$ cat src/hw/sfc_map.vh
`ifndef SFC_MAP_VH
`define SFC_MAP_VH

// register byte offsets
`define SFC_OFS_IRQ_STATUS 8'h00
`define SFC_OFS_IRQ_ENABLE 8'h04
`define SFC_OFS_IRQ_CLEAR  8'h08
`define SFC_OFS_STATUS     8'h0C
`define SFC_OFS_CONTROL    8'h10
`define SFC_OFS_MAIN_FEAT  8'h20
`define SFC_OFS_EXT_FEAT   8'h34
`define SFC_OFS_LATCH_CNT  8'h40
`define SFC_OFS_IDENT      8'h44

// main feature bits
`define SFC_MF_AUTO_START  0
`define SFC_MF_AUTO_STOP   1
`define SFC_MF_WDOG_EN     2
`define SFC_MF_MODE_LO     3
`define SFC_MF_MODE_HI     4
`define SFC_MF_RAMP_EXP    5
`define SFC_MF_INV_FB      6
`define SFC_MF_LATCH_CLR   8
`define SFC_MF_MULTI_LATCH 9
`define SFC_MF_ENC_FB      11
`define SFC_MF_MASK        16'h0B7F
`define SFC_MF_RESET       16'h0804

// extended feature bits
`define SFC_XF_DECEL       1
`define SFC_XF_LATCH_POS   2
`define SFC_XF_SHOW_IDLE   3
`define SFC_XF_INV_DIN1    14
`define SFC_XF_INV_DIN2    15
`define SFC_XF_MASK        16'hC00E
`define SFC_XF_RESET       16'h0000

// control bits
`define SFC_CT_AUTO_STOP   0
`define SFC_CT_ESTOP       1
`define SFC_CT_LATCH_EN    2
`define SFC_CT_LATCH_RST   3

// operating modes
`define SFC_MODE_VEL_DIRECT 2'h0
`define SFC_MODE_VEL_RAMPS  2'h1
`define SFC_MODE_POS_TRACK  2'h2
`define SFC_MODE_PATH       2'h3

// interrupt bits
`define SFC_IRQ_WDOG       0
`define SFC_IRQ_ESTOP      1
`define SFC_IRQ_CNT_CLR    2

`define SFC_LATCH_CNT_MAX   5'h14
`define SFC_LATCH_CNT_RESET 5'h14
`define SFC_WDOG_MS         100
`define SFC_CLK_KHZ         250000

`endif

$ cat src/hw/sfc_feature_config.v
`include "sfc_map.vh"

// Operation
// - mode from main feature bits 4:3
// - bit 5 picks linear or exponential ramps
// - exponential only while motion command runs
// - bit 2 enables watchdog, on by default
// - no process data over 100ms stops motor
// - auto-start, auto-stop, decel only path mode
// - latch event clears counter when enabled
// - multi-latch stores up to latch count
// - extended bits 14,15 invert digital inputs
// - extended bit 2 enables position latching
// - extended bit 3 reports idle status
// - main bit 6 inverts position feedback
// - main bit 11 selects encoder feedback
// - latch count defaults 20, max 20
// - auto-stop input edge gives emergency stop
module sfc_feature_config #(
    parameter WDOG_CYCLES = `SFC_WDOG_MS * `SFC_CLK_KHZ,
    parameter [15:0] IDENT_CODE = 16'h5A5A
) (
    input  wire        clk,
    input  wire        rst_n,
    input  wire        psel,
    input  wire        penable,
    input  wire        pwrite,
    input  wire [7:0]  paddr,
    input  wire [31:0] pwdata,
    output reg  [31:0] prdata,
    output reg         pready,
    output reg         pslverr,
    input  wire        din1,
    input  wire        din2,
    input  wire        latch_in,
    input  wire        pd_strobe,
    input  wire        motion_cmd_active,
    input  wire        motor_idle,
    output reg  [1:0]  op_mode,
    output reg         ramp_exp,
    output reg         auto_start_en,
    output reg         auto_stop_en,
    output reg         decel_en,
    output reg         wdog_stop,
    output reg         emergency_stop,
    output reg         counter_clear,
    output reg         latch_store,
    output reg         latch_pos_en,
    output reg         multi_latch_en,
    output reg  [4:0]  latch_depth,
    output reg         din1_eff,
    output reg         din2_eff,
    output reg         idle_status,
    output reg         invert_feedback,
    output reg         encoder_sel,
    output reg         irq
);

    // IDENT_CODE value is arbitrary

    function rise;
        input cur;
        input prev;
        begin
            rise = cur & ~prev;
        end
    endfunction

    function wr_hit;
        input       en;
        input [7:0] addr;
        input [7:0] ofs;
        begin
            wr_hit = en & (addr == ofs);
        end
    endfunction

    reg [15:0] main_feature_config_reg;
    reg [15:0] extended_feature_config_reg;
    reg [4:0]  latch_count_reg;
    reg [2:0]  control_reg;
    reg [2:0]  irq_status_reg;
    reg [2:0]  irq_enable_reg;
    reg [4:0]  latch_stored_reg;
    reg [24:0] wdog_cnt_reg;
    reg        wdog_trip_reg;
    reg [2:0]  din1_sync_reg;
    reg [2:0]  din2_sync_reg;
    reg [2:0]  latch_sync_reg;
    reg        estop_prev_reg;
    reg        din1_prev_reg;
    reg        din2_prev_reg;

    wire        setup_ph = psel & ~penable;
    wire        wr_en    = psel & penable & pready & pwrite;
    wire [1:0]  mode     = {main_feature_config_reg[`SFC_MF_MODE_HI],
                            main_feature_config_reg[`SFC_MF_MODE_LO]};
    wire        path     = (mode == `SFC_MODE_PATH);
    wire        wdog_on  = main_feature_config_reg[`SFC_MF_WDOG_EN];

    // inputs after two synchroniser stages; inversion for break contacts
    // writing an inversion bit looks like an input edge to auto-stop
    wire din1_n = din1_sync_reg[1]
                  ^ extended_feature_config_reg[`SFC_XF_INV_DIN1];
    wire din2_n = din2_sync_reg[1]
                  ^ extended_feature_config_reg[`SFC_XF_INV_DIN2];
    wire latch_ev = rise(latch_sync_reg[1], latch_sync_reg[2]);

    wire auto_stop_arm = path & control_reg[`SFC_CT_AUTO_STOP]
                       & main_feature_config_reg[`SFC_MF_AUTO_STOP];
    wire din_edge = rise(din1_n, din1_prev_reg)
                  | rise(din2_n, din2_prev_reg);
    wire estop_ev = (auto_stop_arm & din_edge)
                  | rise(control_reg[`SFC_CT_ESTOP], estop_prev_reg);
    wire clr_ev   = latch_ev & control_reg[`SFC_CT_LATCH_EN]
                  & main_feature_config_reg[`SFC_MF_LATCH_CLR];
    wire multi    = main_feature_config_reg[`SFC_MF_MULTI_LATCH];
    wire store_ok = ~multi | (latch_stored_reg < latch_count_reg);
    wire store_ev = latch_ev & control_reg[`SFC_CT_LATCH_EN]
                  & extended_feature_config_reg[`SFC_XF_LATCH_POS]
                  & store_ok;
    // trip one cycle past WDOG_CYCLES, strictly more than the interval
    wire wdog_ev  = wdog_on & ~wdog_trip_reg & ~pd_strobe
                  & (wdog_cnt_reg >= WDOG_CYCLES[24:0]);

    wire [2:0] ev_vec;
    assign ev_vec[`SFC_IRQ_WDOG]    = wdog_ev;
    assign ev_vec[`SFC_IRQ_ESTOP]   = estop_ev;
    assign ev_vec[`SFC_IRQ_CNT_CLR] = clr_ev;

    wire clr_wr  = wr_hit(wr_en, paddr, `SFC_OFS_IRQ_CLEAR);
    wire lrst_wr = wr_hit(wr_en, paddr, `SFC_OFS_CONTROL)
                 & pwdata[`SFC_CT_LATCH_RST];
    // a new event wins over a clear in the same cycle
    wire [2:0] irq_kept = clr_wr ? (irq_status_reg & ~pwdata[2:0])
                                 : irq_status_reg;
    wire [2:0] irq_status_next = irq_kept | ev_vec;

    // clamp on the whole word so that large writes cannot wrap
    wire [4:0] wr_cnt = (pwdata > {27'h000_0000, `SFC_LATCH_CNT_MAX}) ?
                        `SFC_LATCH_CNT_MAX : pwdata[4:0];

    reg [31:0] rdata_next;
    reg        rerr_next;
    always @* begin
        rdata_next = 32'h0000_0000;
        rerr_next  = 1'b0;
        case (paddr)
            `SFC_OFS_IRQ_STATUS: rdata_next[2:0] = irq_status_reg;
            `SFC_OFS_IRQ_ENABLE: rdata_next[2:0] = irq_enable_reg;
            `SFC_OFS_IRQ_CLEAR:  rdata_next = 32'h0000_0000;
            `SFC_OFS_STATUS:     rdata_next[10:0] = {latch_stored_reg,
                                 idle_status, din2_eff, din1_eff,
                                 wdog_trip_reg, mode};
            `SFC_OFS_CONTROL:    rdata_next[2:0] = control_reg;
            `SFC_OFS_MAIN_FEAT:  rdata_next[15:0] =
                                 main_feature_config_reg;
            `SFC_OFS_EXT_FEAT:   rdata_next[15:0] =
                                 extended_feature_config_reg;
            `SFC_OFS_LATCH_CNT:  rdata_next[4:0] = latch_count_reg;
            `SFC_OFS_IDENT:      rdata_next[15:0] = IDENT_CODE;
            default:             rerr_next = 1'b1;
        endcase
    end

    // apb: answer one cycle after setup, zero wait states
    always @(posedge clk or negedge rst_n) begin
        if (!rst_n) begin
            pready  <= 1'b0;
            pslverr <= 1'b0;
            prdata  <= 32'h0000_0000;
        end else begin
            pready <= setup_ph;
            if (setup_ph) begin
                pslverr <= rerr_next;
                prdata  <= pwrite ? 32'h0000_0000 : rdata_next;
            end else begin
                pslverr <= 1'b0;
            end
        end
    end

    // software registers; unmapped writes are dropped
    always @(posedge clk or negedge rst_n) begin
        if (!rst_n) begin
            main_feature_config_reg     <= `SFC_MF_RESET;
            extended_feature_config_reg <= `SFC_XF_RESET;
            latch_count_reg             <= `SFC_LATCH_CNT_RESET;
            control_reg                 <= 3'h0;
            irq_enable_reg              <= 3'h0;
        end else if (wr_en) begin
            case (paddr)
                `SFC_OFS_MAIN_FEAT: main_feature_config_reg <=
                    pwdata[15:0] & `SFC_MF_MASK;
                `SFC_OFS_EXT_FEAT: extended_feature_config_reg <=
                    pwdata[15:0] & `SFC_XF_MASK;
                `SFC_OFS_LATCH_CNT: latch_count_reg <= wr_cnt;
                `SFC_OFS_CONTROL: control_reg <= pwdata[2:0];
                `SFC_OFS_IRQ_ENABLE: irq_enable_reg <= pwdata[2:0];
                default: control_reg <= control_reg;
            endcase
        end
    end

    // irq follows the next status so that a clear drops it at once
    always @(posedge clk or negedge rst_n) begin
        if (!rst_n) begin
            irq_status_reg <= 3'h0;
            irq            <= 1'b0;
        end else begin
            irq_status_reg <= irq_status_next;
            irq            <= |(irq_status_next & irq_enable_reg);
        end
    end

    // input synchronisers and edge history
    always @(posedge clk or negedge rst_n) begin
        if (!rst_n) begin
            din1_sync_reg  <= 3'h0;
            din2_sync_reg  <= 3'h0;
            latch_sync_reg <= 3'h0;
            din1_prev_reg  <= 1'b0;
            din2_prev_reg  <= 1'b0;
            estop_prev_reg <= 1'b0;
        end else begin
            din1_sync_reg  <= {din1_sync_reg[1:0], din1};
            din2_sync_reg  <= {din2_sync_reg[1:0], din2};
            latch_sync_reg <= {latch_sync_reg[1:0], latch_in};
            din1_prev_reg  <= din1_n;
            din2_prev_reg  <= din2_n;
            estop_prev_reg <= control_reg[`SFC_CT_ESTOP];
        end
    end

    // process data watchdog; a trip holds until data arrives again or the watchdog is disabled
    always @(posedge clk or negedge rst_n) begin
        if (!rst_n) begin
            wdog_cnt_reg  <= 25'h000_0000;
            wdog_trip_reg <= 1'b0;
        end else if (pd_strobe || !wdog_on) begin
            wdog_cnt_reg  <= 25'h000_0000;
            wdog_trip_reg <= 1'b0;
        end else begin
            if (wdog_cnt_reg < WDOG_CYCLES[24:0])
                wdog_cnt_reg <= wdog_cnt_reg + 25'h000_0001;
            if (wdog_ev)
                wdog_trip_reg <= 1'b1;
        end
    end

    // count of stored latch values
    // latch count 0 stores nothing in multi mode
    always @(posedge clk or negedge rst_n) begin
        if (!rst_n) begin
            latch_stored_reg <= 5'h00;
        end else if (!multi || lrst_wr) begin
            latch_stored_reg <= 5'h00;
        end else if (store_ev) begin
            latch_stored_reg <= latch_stored_reg + 5'h01;
        end
    end

    // registered outputs toward the motion logic
    always @(posedge clk or negedge rst_n) begin
        if (!rst_n) begin
            op_mode         <= `SFC_MODE_VEL_DIRECT;
            ramp_exp        <= 1'b0;
            auto_start_en   <= 1'b0;
            auto_stop_en    <= 1'b0;
            decel_en        <= 1'b0;
            wdog_stop       <= 1'b0;
            emergency_stop  <= 1'b0;
            counter_clear   <= 1'b0;
            latch_store     <= 1'b0;
            latch_pos_en    <= 1'b0;
            multi_latch_en  <= 1'b0;
            latch_depth     <= `SFC_LATCH_CNT_RESET;
            din1_eff        <= 1'b0;
            din2_eff        <= 1'b0;
            idle_status     <= 1'b0;
            invert_feedback <= 1'b0;
            encoder_sel     <= 1'b1;
        end else begin
            op_mode        <= mode;
            ramp_exp       <= path & motion_cmd_active
                & main_feature_config_reg[`SFC_MF_RAMP_EXP];
            auto_start_en  <= path
                & main_feature_config_reg[`SFC_MF_AUTO_START];
            auto_stop_en   <= auto_stop_arm;
            decel_en       <= path
                & extended_feature_config_reg[`SFC_XF_DECEL];
            wdog_stop      <= wdog_trip_reg | wdog_ev;
            emergency_stop <= estop_ev;
            counter_clear  <= clr_ev;
            latch_store    <= store_ev;
            latch_pos_en   <=
                extended_feature_config_reg[`SFC_XF_LATCH_POS];
            multi_latch_en <= multi;
            latch_depth    <= multi ? latch_count_reg : 5'h01;
            din1_eff       <= din1_n;
            din2_eff       <= din2_n;
            idle_status    <= motor_idle
                & extended_feature_config_reg[`SFC_XF_SHOW_IDLE];
            invert_feedback <= main_feature_config_reg[`SFC_MF_INV_FB];
            encoder_sel    <= main_feature_config_reg[`SFC_MF_ENC_FB];
        end
    end

endmodule

$ cat config.mk
export PLATFORM = sky130hd
export DESIGN_NAME = sfc_feature_config
export DESIGN_NICKNAME = d
export VERILOG_FILES = /design/src/hw/sfc_feature_config.v
export VERILOG_INCLUDE_DIRS = /design/src /design/src/hw
export SDC_FILE = /design/constraint.sdc
export NUM_CORES = 1
export LEC_CHECK = 0
export BUFFER_PORTS_ARGS = -buffer_cell sky130_fd_sc_hd__buf_2
export CORE_ASPECT_RATIO = 0.75
export CORE_UTILIZATION = 41
export CTS_CLUSTER_DIAMETER = 40
export DETAILED_ROUTE_END_ITERATION = 16
export RECOVER_POWER = 100
export SLEW_MARGIN = 20
export SYNTH_ARGS = -nofsm -noshare
export SYNTH_HDL_FRONTEND = slang
export SYNTH_SLANG_ARGS = --single-unit
$ cat constraint.sdc
create_clock -name clk -period 3.5 [get_ports clk]
set_input_delay 0.175 -clock clk [delete_from_list [all_inputs] [get_ports clk]]
set_output_delay 0.175 -clock clk [all_outputs]
set_load 0.02 [all_outputs]
==> metrics, run 1 <==
status complete, but fails checks; failing checks max-capacitance violations, max-slew violations; CTS Hold Bufs 4; H-tree depth 3; Final Wtd Congestion 0.858; worst r2r path cells 5; Setup TNS Final 0 ns; CP Class in2reg; warnings from Yosys 0; period utilisation layout 67.7%; syn_area_per_cell ~11 um^2; Synth area leaders dfrtp_1, nand2_1, dfstp_2; Yosys reg bits about 110; Gate power share around 5.4%; Initial Util approximately 43%; Tightest Hold Check Type in2reg; WHS 0.0393 ns; WP depth 5; DR pass1 iterations 5; Int Power ~1.8 mW; clk_lat worst skew ~0.35 ns; Max Root-Sink Buffers 2; synthesis-to-finish area growth 12.7%; pwr dens a little under 400 nW/um^2; CP Capture Type flop; final instance area between 5000 and 6000 um^2; mean number of vias per cell roughly 5.5; CP cell instances clkbuf_1, nor4_1, and4b_1, nand2_1, mux2_1; DRC viols 0; actual slew at the worst max-slew pin 1.95 ns; dpl ws between 1 and 1.5 ns; Setup crit start kind input port; GRT busiest layer met1; # clock sinks roughly 110; routed len/inst 16.8 um; Largest register FFs 25; GRT overflow 0; Maximum Capacitance Violations 1; crit path buf inv count 1; clock power share between 40% and 50%; Die Area 13,400 um^2; # rows 35; final antenna-violating net count 0; FFs w/ async S/R, synth 100%; clk_skew ~0.0086 ns; drt total wl approximately 13,000 um; VDD IR max 216 uV; Cells after Synth between 400 and 500; Top FF cell, synth dfrtp_1; r2r startpoint wdog_cnt_reg[12]; unrepaired setup endpoints after global routing no; Crit Path Max Fanout 13; Root Buffer clkbuf_16; GR Util met3 4.42%; PortBufs 90; via count ~4,100; Final Total Pwr 2.37 mW; Achievable Freq between 0.4 and 0.5 GHz; global routing usage on met1 between 20% and 30%; top-area cell type share of the netlist area a little under half; share of power burned in registers between 50% and 60%; NumNets Final 640; M2 GR Usage 29.7%; detailed placement HPWL just over 9000 um; Arr. time, crit path roughly 2.6 ns; sw power 0.578 mW; first-pass GRT wire length approximately 21,000 um; Post-CTS Resized 0; Worst Setup SP paddr[1]; Distinct cells, synth 69; # IOs ~110; Die H 101 um; switch share between 20% and 30%; initial drt markers ~350; crit-path leading delay family simple AND/OR/NAND/NOR gates; Die W around 130 um; sequential share of the synthesized area between 50% and 60%; Finish-stage setup viols 0; Synth area leader dfrtp_1; core area 12,500 um^2; clock slew at reported path FFs 0.08 ns; number of synthesized flops with an enable pin 0; initial antenna violation count 0; leak pwr roughly 2.7 nW; max incr delay on CP 0.77 ns; worst setup path end main_feature_config_reg[9]; Crit Reg-Reg Endpoint wdog_cnt_reg[19]; max-slew violations 38; CTS tree done; vias in the first global route ~4,100; synthesized area approximately 5300 um^2; Req. time, crit path 3.74 ns; Final Hold Viols 0; slowest library cell on the worst path nor4_1; Setup WS post-layout 1.13 ns; share of layout cells above drive strength 1 between 15 and 20%; TritonCTS buffer count 9; crit path time final 2.37 ns; total track usage 20.3%; Post-CTS Setup Repair Bufs 0; largest net degree at the start of global routing 47; Slew HR -30.1%; reg2reg setup slack 1.20 ns; antenna cells 0; Area after DPL just under 6000 um^2
## worst register-to-register path, stage by stage (launching register included)
cell and delay [ns]:
dfrtp_1 0.41, nand4_1 0.25, a22o_1 0.36, o21ai_4 0.76
o21ai_0 0.24, a21oi_1 0.18
## area by class of cell
cell class / count / area (um^2)
inverter: 17 / 63.8
clock inverter: 7 / 61.3
sequential: 108 / 2710
timing repair buffer: 96 / 450
tap: 166 / 208
clock buffer: 9 / 225
fill: 1178 / 6480
multi-input combinational: 350 / 2280
## metal layers
metal  routed length, um  up-vias
met3                 865       11
li1                    -     1957
met4                 144        0
met2                5450      154
met1                6190     2024
met5                   0        -
## worst min path at each step
stage | startpoint | endpoint | slack [ns] | cells after the start
6_report | motor_idle | idle_status | 0.04 | 2
5_1_grt | motor_idle | idle_status | 0.05 | 2
4_1_cts | motor_idle | idle_status | 0.03 | 2
3_5_place_dp | rst_n | invert_feedback | 0.17 | 1
2_1_floorplan | rst_n | auto_start_en | -0.12 | 0
3_3_place_gp | rst_n | invert_feedback | 0.16 | 1
## cells in the final DEF, fill, tap and decap left out, drive strengths merged, types with 15 or more instances in the layout
cell type / count
o21ai: 39
clkbuf: 53
nor4: 15
buf: 48
mux2: 16
nand2: 54
dfrtp: 101
a21oi: 29
nor2: 15
conb: 17
or3: 15
inv: 19
nand3: 17
## power groups by stage
stage	clock (mW)	combinational, mW	sequential (mW)
floorplan	0	0.0646	1.29
global placement	0	0.130	1.29
global route	1.06	0.141	1.26
detailed placement	0	0.132	1.29
CTS	1.01	0.136	1.26
finish	0.979	0.127	1.26
## stage by stage
stage	util, %	std cells
after floorplan	-	512
after global placement	46.5	733
after detailed placement	46.5	733
after CTS	49.1	753
after global routing	48.1	753
final	48.1	753
## cells in the mapped netlist (6+ instances only)
cell type / instances
inv_1: 17
o21ai_1: 7
and3_1: 9
a21oi_1: 26
ha_1: 7
nor2_1: 15
mux2_2: 12
buf_4: 18
clkbuf_1: 7
and4_1: 6
nand2b_1: 6
a22oi_1: 10
a22o_1: 7
nand3_1: 17
and2_1: 9
o21ai_0: 30
nand4_1: 6
buf_2: 6
or4_1: 7
dfrtp_1: 101
nor4_1: 11
nand2_1: 51
or3_1: 15
dfstp_2: 7
## cells by family after synthesis
logic type,after synthesis,synth area share (%)
AND/OR/NAND/NOR,181,20.9
AO/OA/AOI/OAI,122,15.6
flip-flops,108,51.0
buffers and inverters,54,6.00
multiplexers,17,3.86
adder cells (fa/ha/maj),7,1.65
XOR/XNOR,6,0.988
other,1,0.0705
No activity file was read; power rests on OpenSTA's default activity.
==> run 2: changes to the inputs <==
- ABC_AREA: default -> 1
- clock period: 3.5 -> 2.1 ns (I/O delays scaled with it)
==> run 2 against run 1 <==
  * The run now ends clean
  * Worst hold slack worse by 0.016 ns
  * Synthesized cell count is 48% higher
  * Routed wire length is 26% higher
  * Sequential power is 67% higher
  * Critical path type is now reg2reg
==> metrics, run 2 <==
H-tree depth 3 (unchanged); initial drt markers 374 (+7.8%); number of synthesized flops with an enable pin 0 (unchanged); antenna cells 0 (unchanged); Synth area leader dfrtp_1; Tightest Hold Check Type in2reg; synthesized area 5610 um^2 (+5.4%); largest family of logic cells by synthesized area simple AND/OR/NAND/NOR gates; Die H 103 um (+2.6%); Top FF cell, synth dfrtp_1; DR pass1 iterations 5 (unchanged); Synth Area in Adders 1.56% (-0.084 points); status finished clean; routed len/inst 15.7 um (-6.7%); Final Wtd Congestion 0.911 (+6.3%); most common cell after layout, fill and taps aside nand2_1; NumNets Final 900 (+41%); CTS tree done; Post-CTS Setup Repair Bufs 0 (unchanged); post-synthesis compound-gate area fraction 4.98% (-11 points); HP Start pwdata[15]; synthesis-to-finish area growth 16.1%; Largest register FFs 25 (unchanged); core area 13,200 um^2 (+5.4%); CP Class reg2reg; GRT overflow 0 (unchanged); most frequent cells in the layout nand2_1, dfrtp_1, nor2_1; # clock sinks 108 (unchanged); Yosys reg bits 108 (unchanged); r2r startpoint latch_count_reg[2]; period utilisation layout roughly nine tenths; via count 5,097 (+23%); Setup TNS Final 0 ns (unchanged); Final Total Pwr 4.02 mW (+70%); Synth area leaders dfrtp_1, nand2_1, nand3_1; Setup crit start kind flop; Final Hold Viols 0 (unchanged); clk_lat worst skew 0.36 ns (about the same); share of layout cells above drive strength 1 11.0% (-5.4 points); Maximum Capacitance Violations 0 (-1); top cells by count, synth nand2_1, dfrtp_1, nor2_1; detailed placement HPWL 12,400 um (+36%); PortBufs 90 (unchanged); GR Util met3 6.53% (+2.1 points); top-area cell type share of the netlist area 45.1% (-2.4 points); syn_area_per_cell 7.63 um^2 (-29%); Max Root-Sink Buffers 2 (unchanged); global routing usage on met1 38.2% (+8.5 points); Arr. time, crit path 2.20 ns (-0.40 ns); Die Area 14,200 um^2 (+5.3%); vias in the first global route 4,557 (+11%); max incr delay on CP 0.55 ns (-0.22 ns); DRC viols 0 (unchanged); GRT busiest layer met1; # IOs 108 (unchanged); clock slew at reported path FFs 0.07 ns (about the same); # rows 36 (+2.9%); xor and xnor area share after synthesis 2.66% (+1.7 points); slowest library cell on the worst path dfstp_2; final instance area 6510 um^2 (+8.5%); Area after DPL 6210 um^2 (+7.1%); clk_skew 0.0137 ns (+0.00508 ns); first-pass GRT wire length 24,700 um (+17%); Distinct cells, synth 40 (-42%); CP dominant cell by count nand2_1; total track usage 23.9% (+3.6 points); unrepaired setup endpoints after global routing no; CP cell instances inv_1, ha_1, nand2_1, inv_1, o21ai_0, nand3_1, nand2_1, nand2_1, inv_1, nand3_1, nand2_1; CP Capture Type flop; leak pwr 3.34 nW (+26%); M2 GR Usage 32.3% (+2.6 points); WHS 0.0229 ns (-0.0164 ns); Die W 137 um (+2.6%); drt total wl 16,000 um (+26%); largest net degree at the start of global routing 49 (+4.3%); fraction of synthesized area in multiplexers 0.402% (-3.5 points); VDD IR max 536 uV (+150%); initial antenna violation count 0 (unchanged); Achievable Freq around 0.53 GHz; mean number of vias per cell 5.01 (-9.1%); FFs w/ async S/R, synth 100% (unchanged); pwr dens 617 nW/um^2 (+56%); Post-Synth Simple-Gate Area 32.9% (+12 points); crit path time final about 1.9 ns; top-count cell post-synth nand2_1; Root Buffer clkbuf_16; Initial Util 42.6% (about the same); final antenna-violating net count 0 (unchanged); warnings from Yosys 0 (unchanged); max-slew violations 0 (-100%); Crit Path Max Fanout 7 (-6); TritonCTS buffer count 9 (unchanged); Cells after Synth 735 (+48%); Req. time, crit path 2.40 ns (-1.34 ns); actual slew at the worst max-slew pin 1.22 ns (-0.729 ns); Worst Setup SP latch_count_reg[2]; Slew HR 18.5% (+49 points); sequential share of the synthesized area 48.3% (-2.6 points); Finish-stage setup viols 0 (unchanged)
==> run 2: changes by cell type in the layout (fill, tap and decap cells not counted), moves of 14 or more <==
cell | previous run | this run
or3_1 | 15 | 0
nand3_1 | 17 | 67
inv_1 | 17 | 81
a21oi_1 | 26 | 8
nor4_1 | 14 | 0
nor2_1 | 15 | 87
nand2_1 | 53 | 247
==> run 2: path summary, 6_finish.rpt <==
check                                                   to  slack (ns)  cells after the start
hold / removal             extended_feature_config_reg[15]        0.02                      3
max in group asynchronous               latch_count_reg[2]        0.47                      3
hold reg to reg                           din2_sync_reg[1]        0.35                      0
setup / recovery                       latch_stored_reg[2]        0.20                     11
min in group asynchronous                 wdog_cnt_reg[13]        0.53                      2
setup reg to reg                       latch_stored_reg[2]        0.20                     11
==> run 2: power by group <==
group	internal, mW	leakage [nW]	switching (mW)
combinational	0.0683	1.77	0.163
clock	0.834	0.137	0.848
sequential	2.09	1.43	0.00810
==> run 2: per-layer routing <==
| layer | vias up | part of all wire [%] |
|---|---|---|
| met5 | - | 0 |
| met4 | 0 | 0.54 |
| met3 | 10 | 8.4 |
| met2 | 198 | 39 |
| met1 | 2391 | 52 |
| li1 | 2498 | - |
==> run 2: stage by stage <==
step | std cells | util, % | worst slack (ns)
2_1_floorplan | 751 | - | 0.483
4_1_cts | 1018 | 50.1 | 0.229
6_report | 1018 | 49.5 | 0.201
3_5_place_dp | 994 | 47.3 | 0.249
5_1_grt | 1018 | 49.5 | 0.0195
3_3_place_gp | 994 | 47.3 | 0.363
==> run 2: worst max-delay path: cells and delay by family (launching register included) <==
kind	cells	cell delay [ns]
and+or+nand+nor	6	0.59
AOI/OAI and AO/OA	1	0.15
buffers and inverters	3	0.25
DFF	1	0.55
adders and majority gates	1	0.30
==> run 2: what timing repair did <==
action / 4_1_cts / 5_1_grt
hold endpoints to repair: 47 / 0
hold buffers: 8 / 0
endpoints found under the setup margin: 0 / 1
resized for setup: 0 / 1
==> run 2: area by class of cell <==
type	count	area, um^2
tap	171	214
clock inverter	7	68.8
fill	1351	6640
inverter	85	325
clock buffer	9	225
timing repair buffer	105	536
multi-input combinational	533	2430
sequential	108	2710
==> run 2: cells by family after synthesis <==
| kind of cell | after synthesis |
|---|---|
| AOI/OAI and AO/OA | 51 |
| xor gates and xnor gates | 17 |
| adders and majority gates | 7 |
| buffers and inverters | 110 |
| DFF | 108 |
| muxes | 2 |
| other | 1 |
| and+or+nand+nor | 439 |
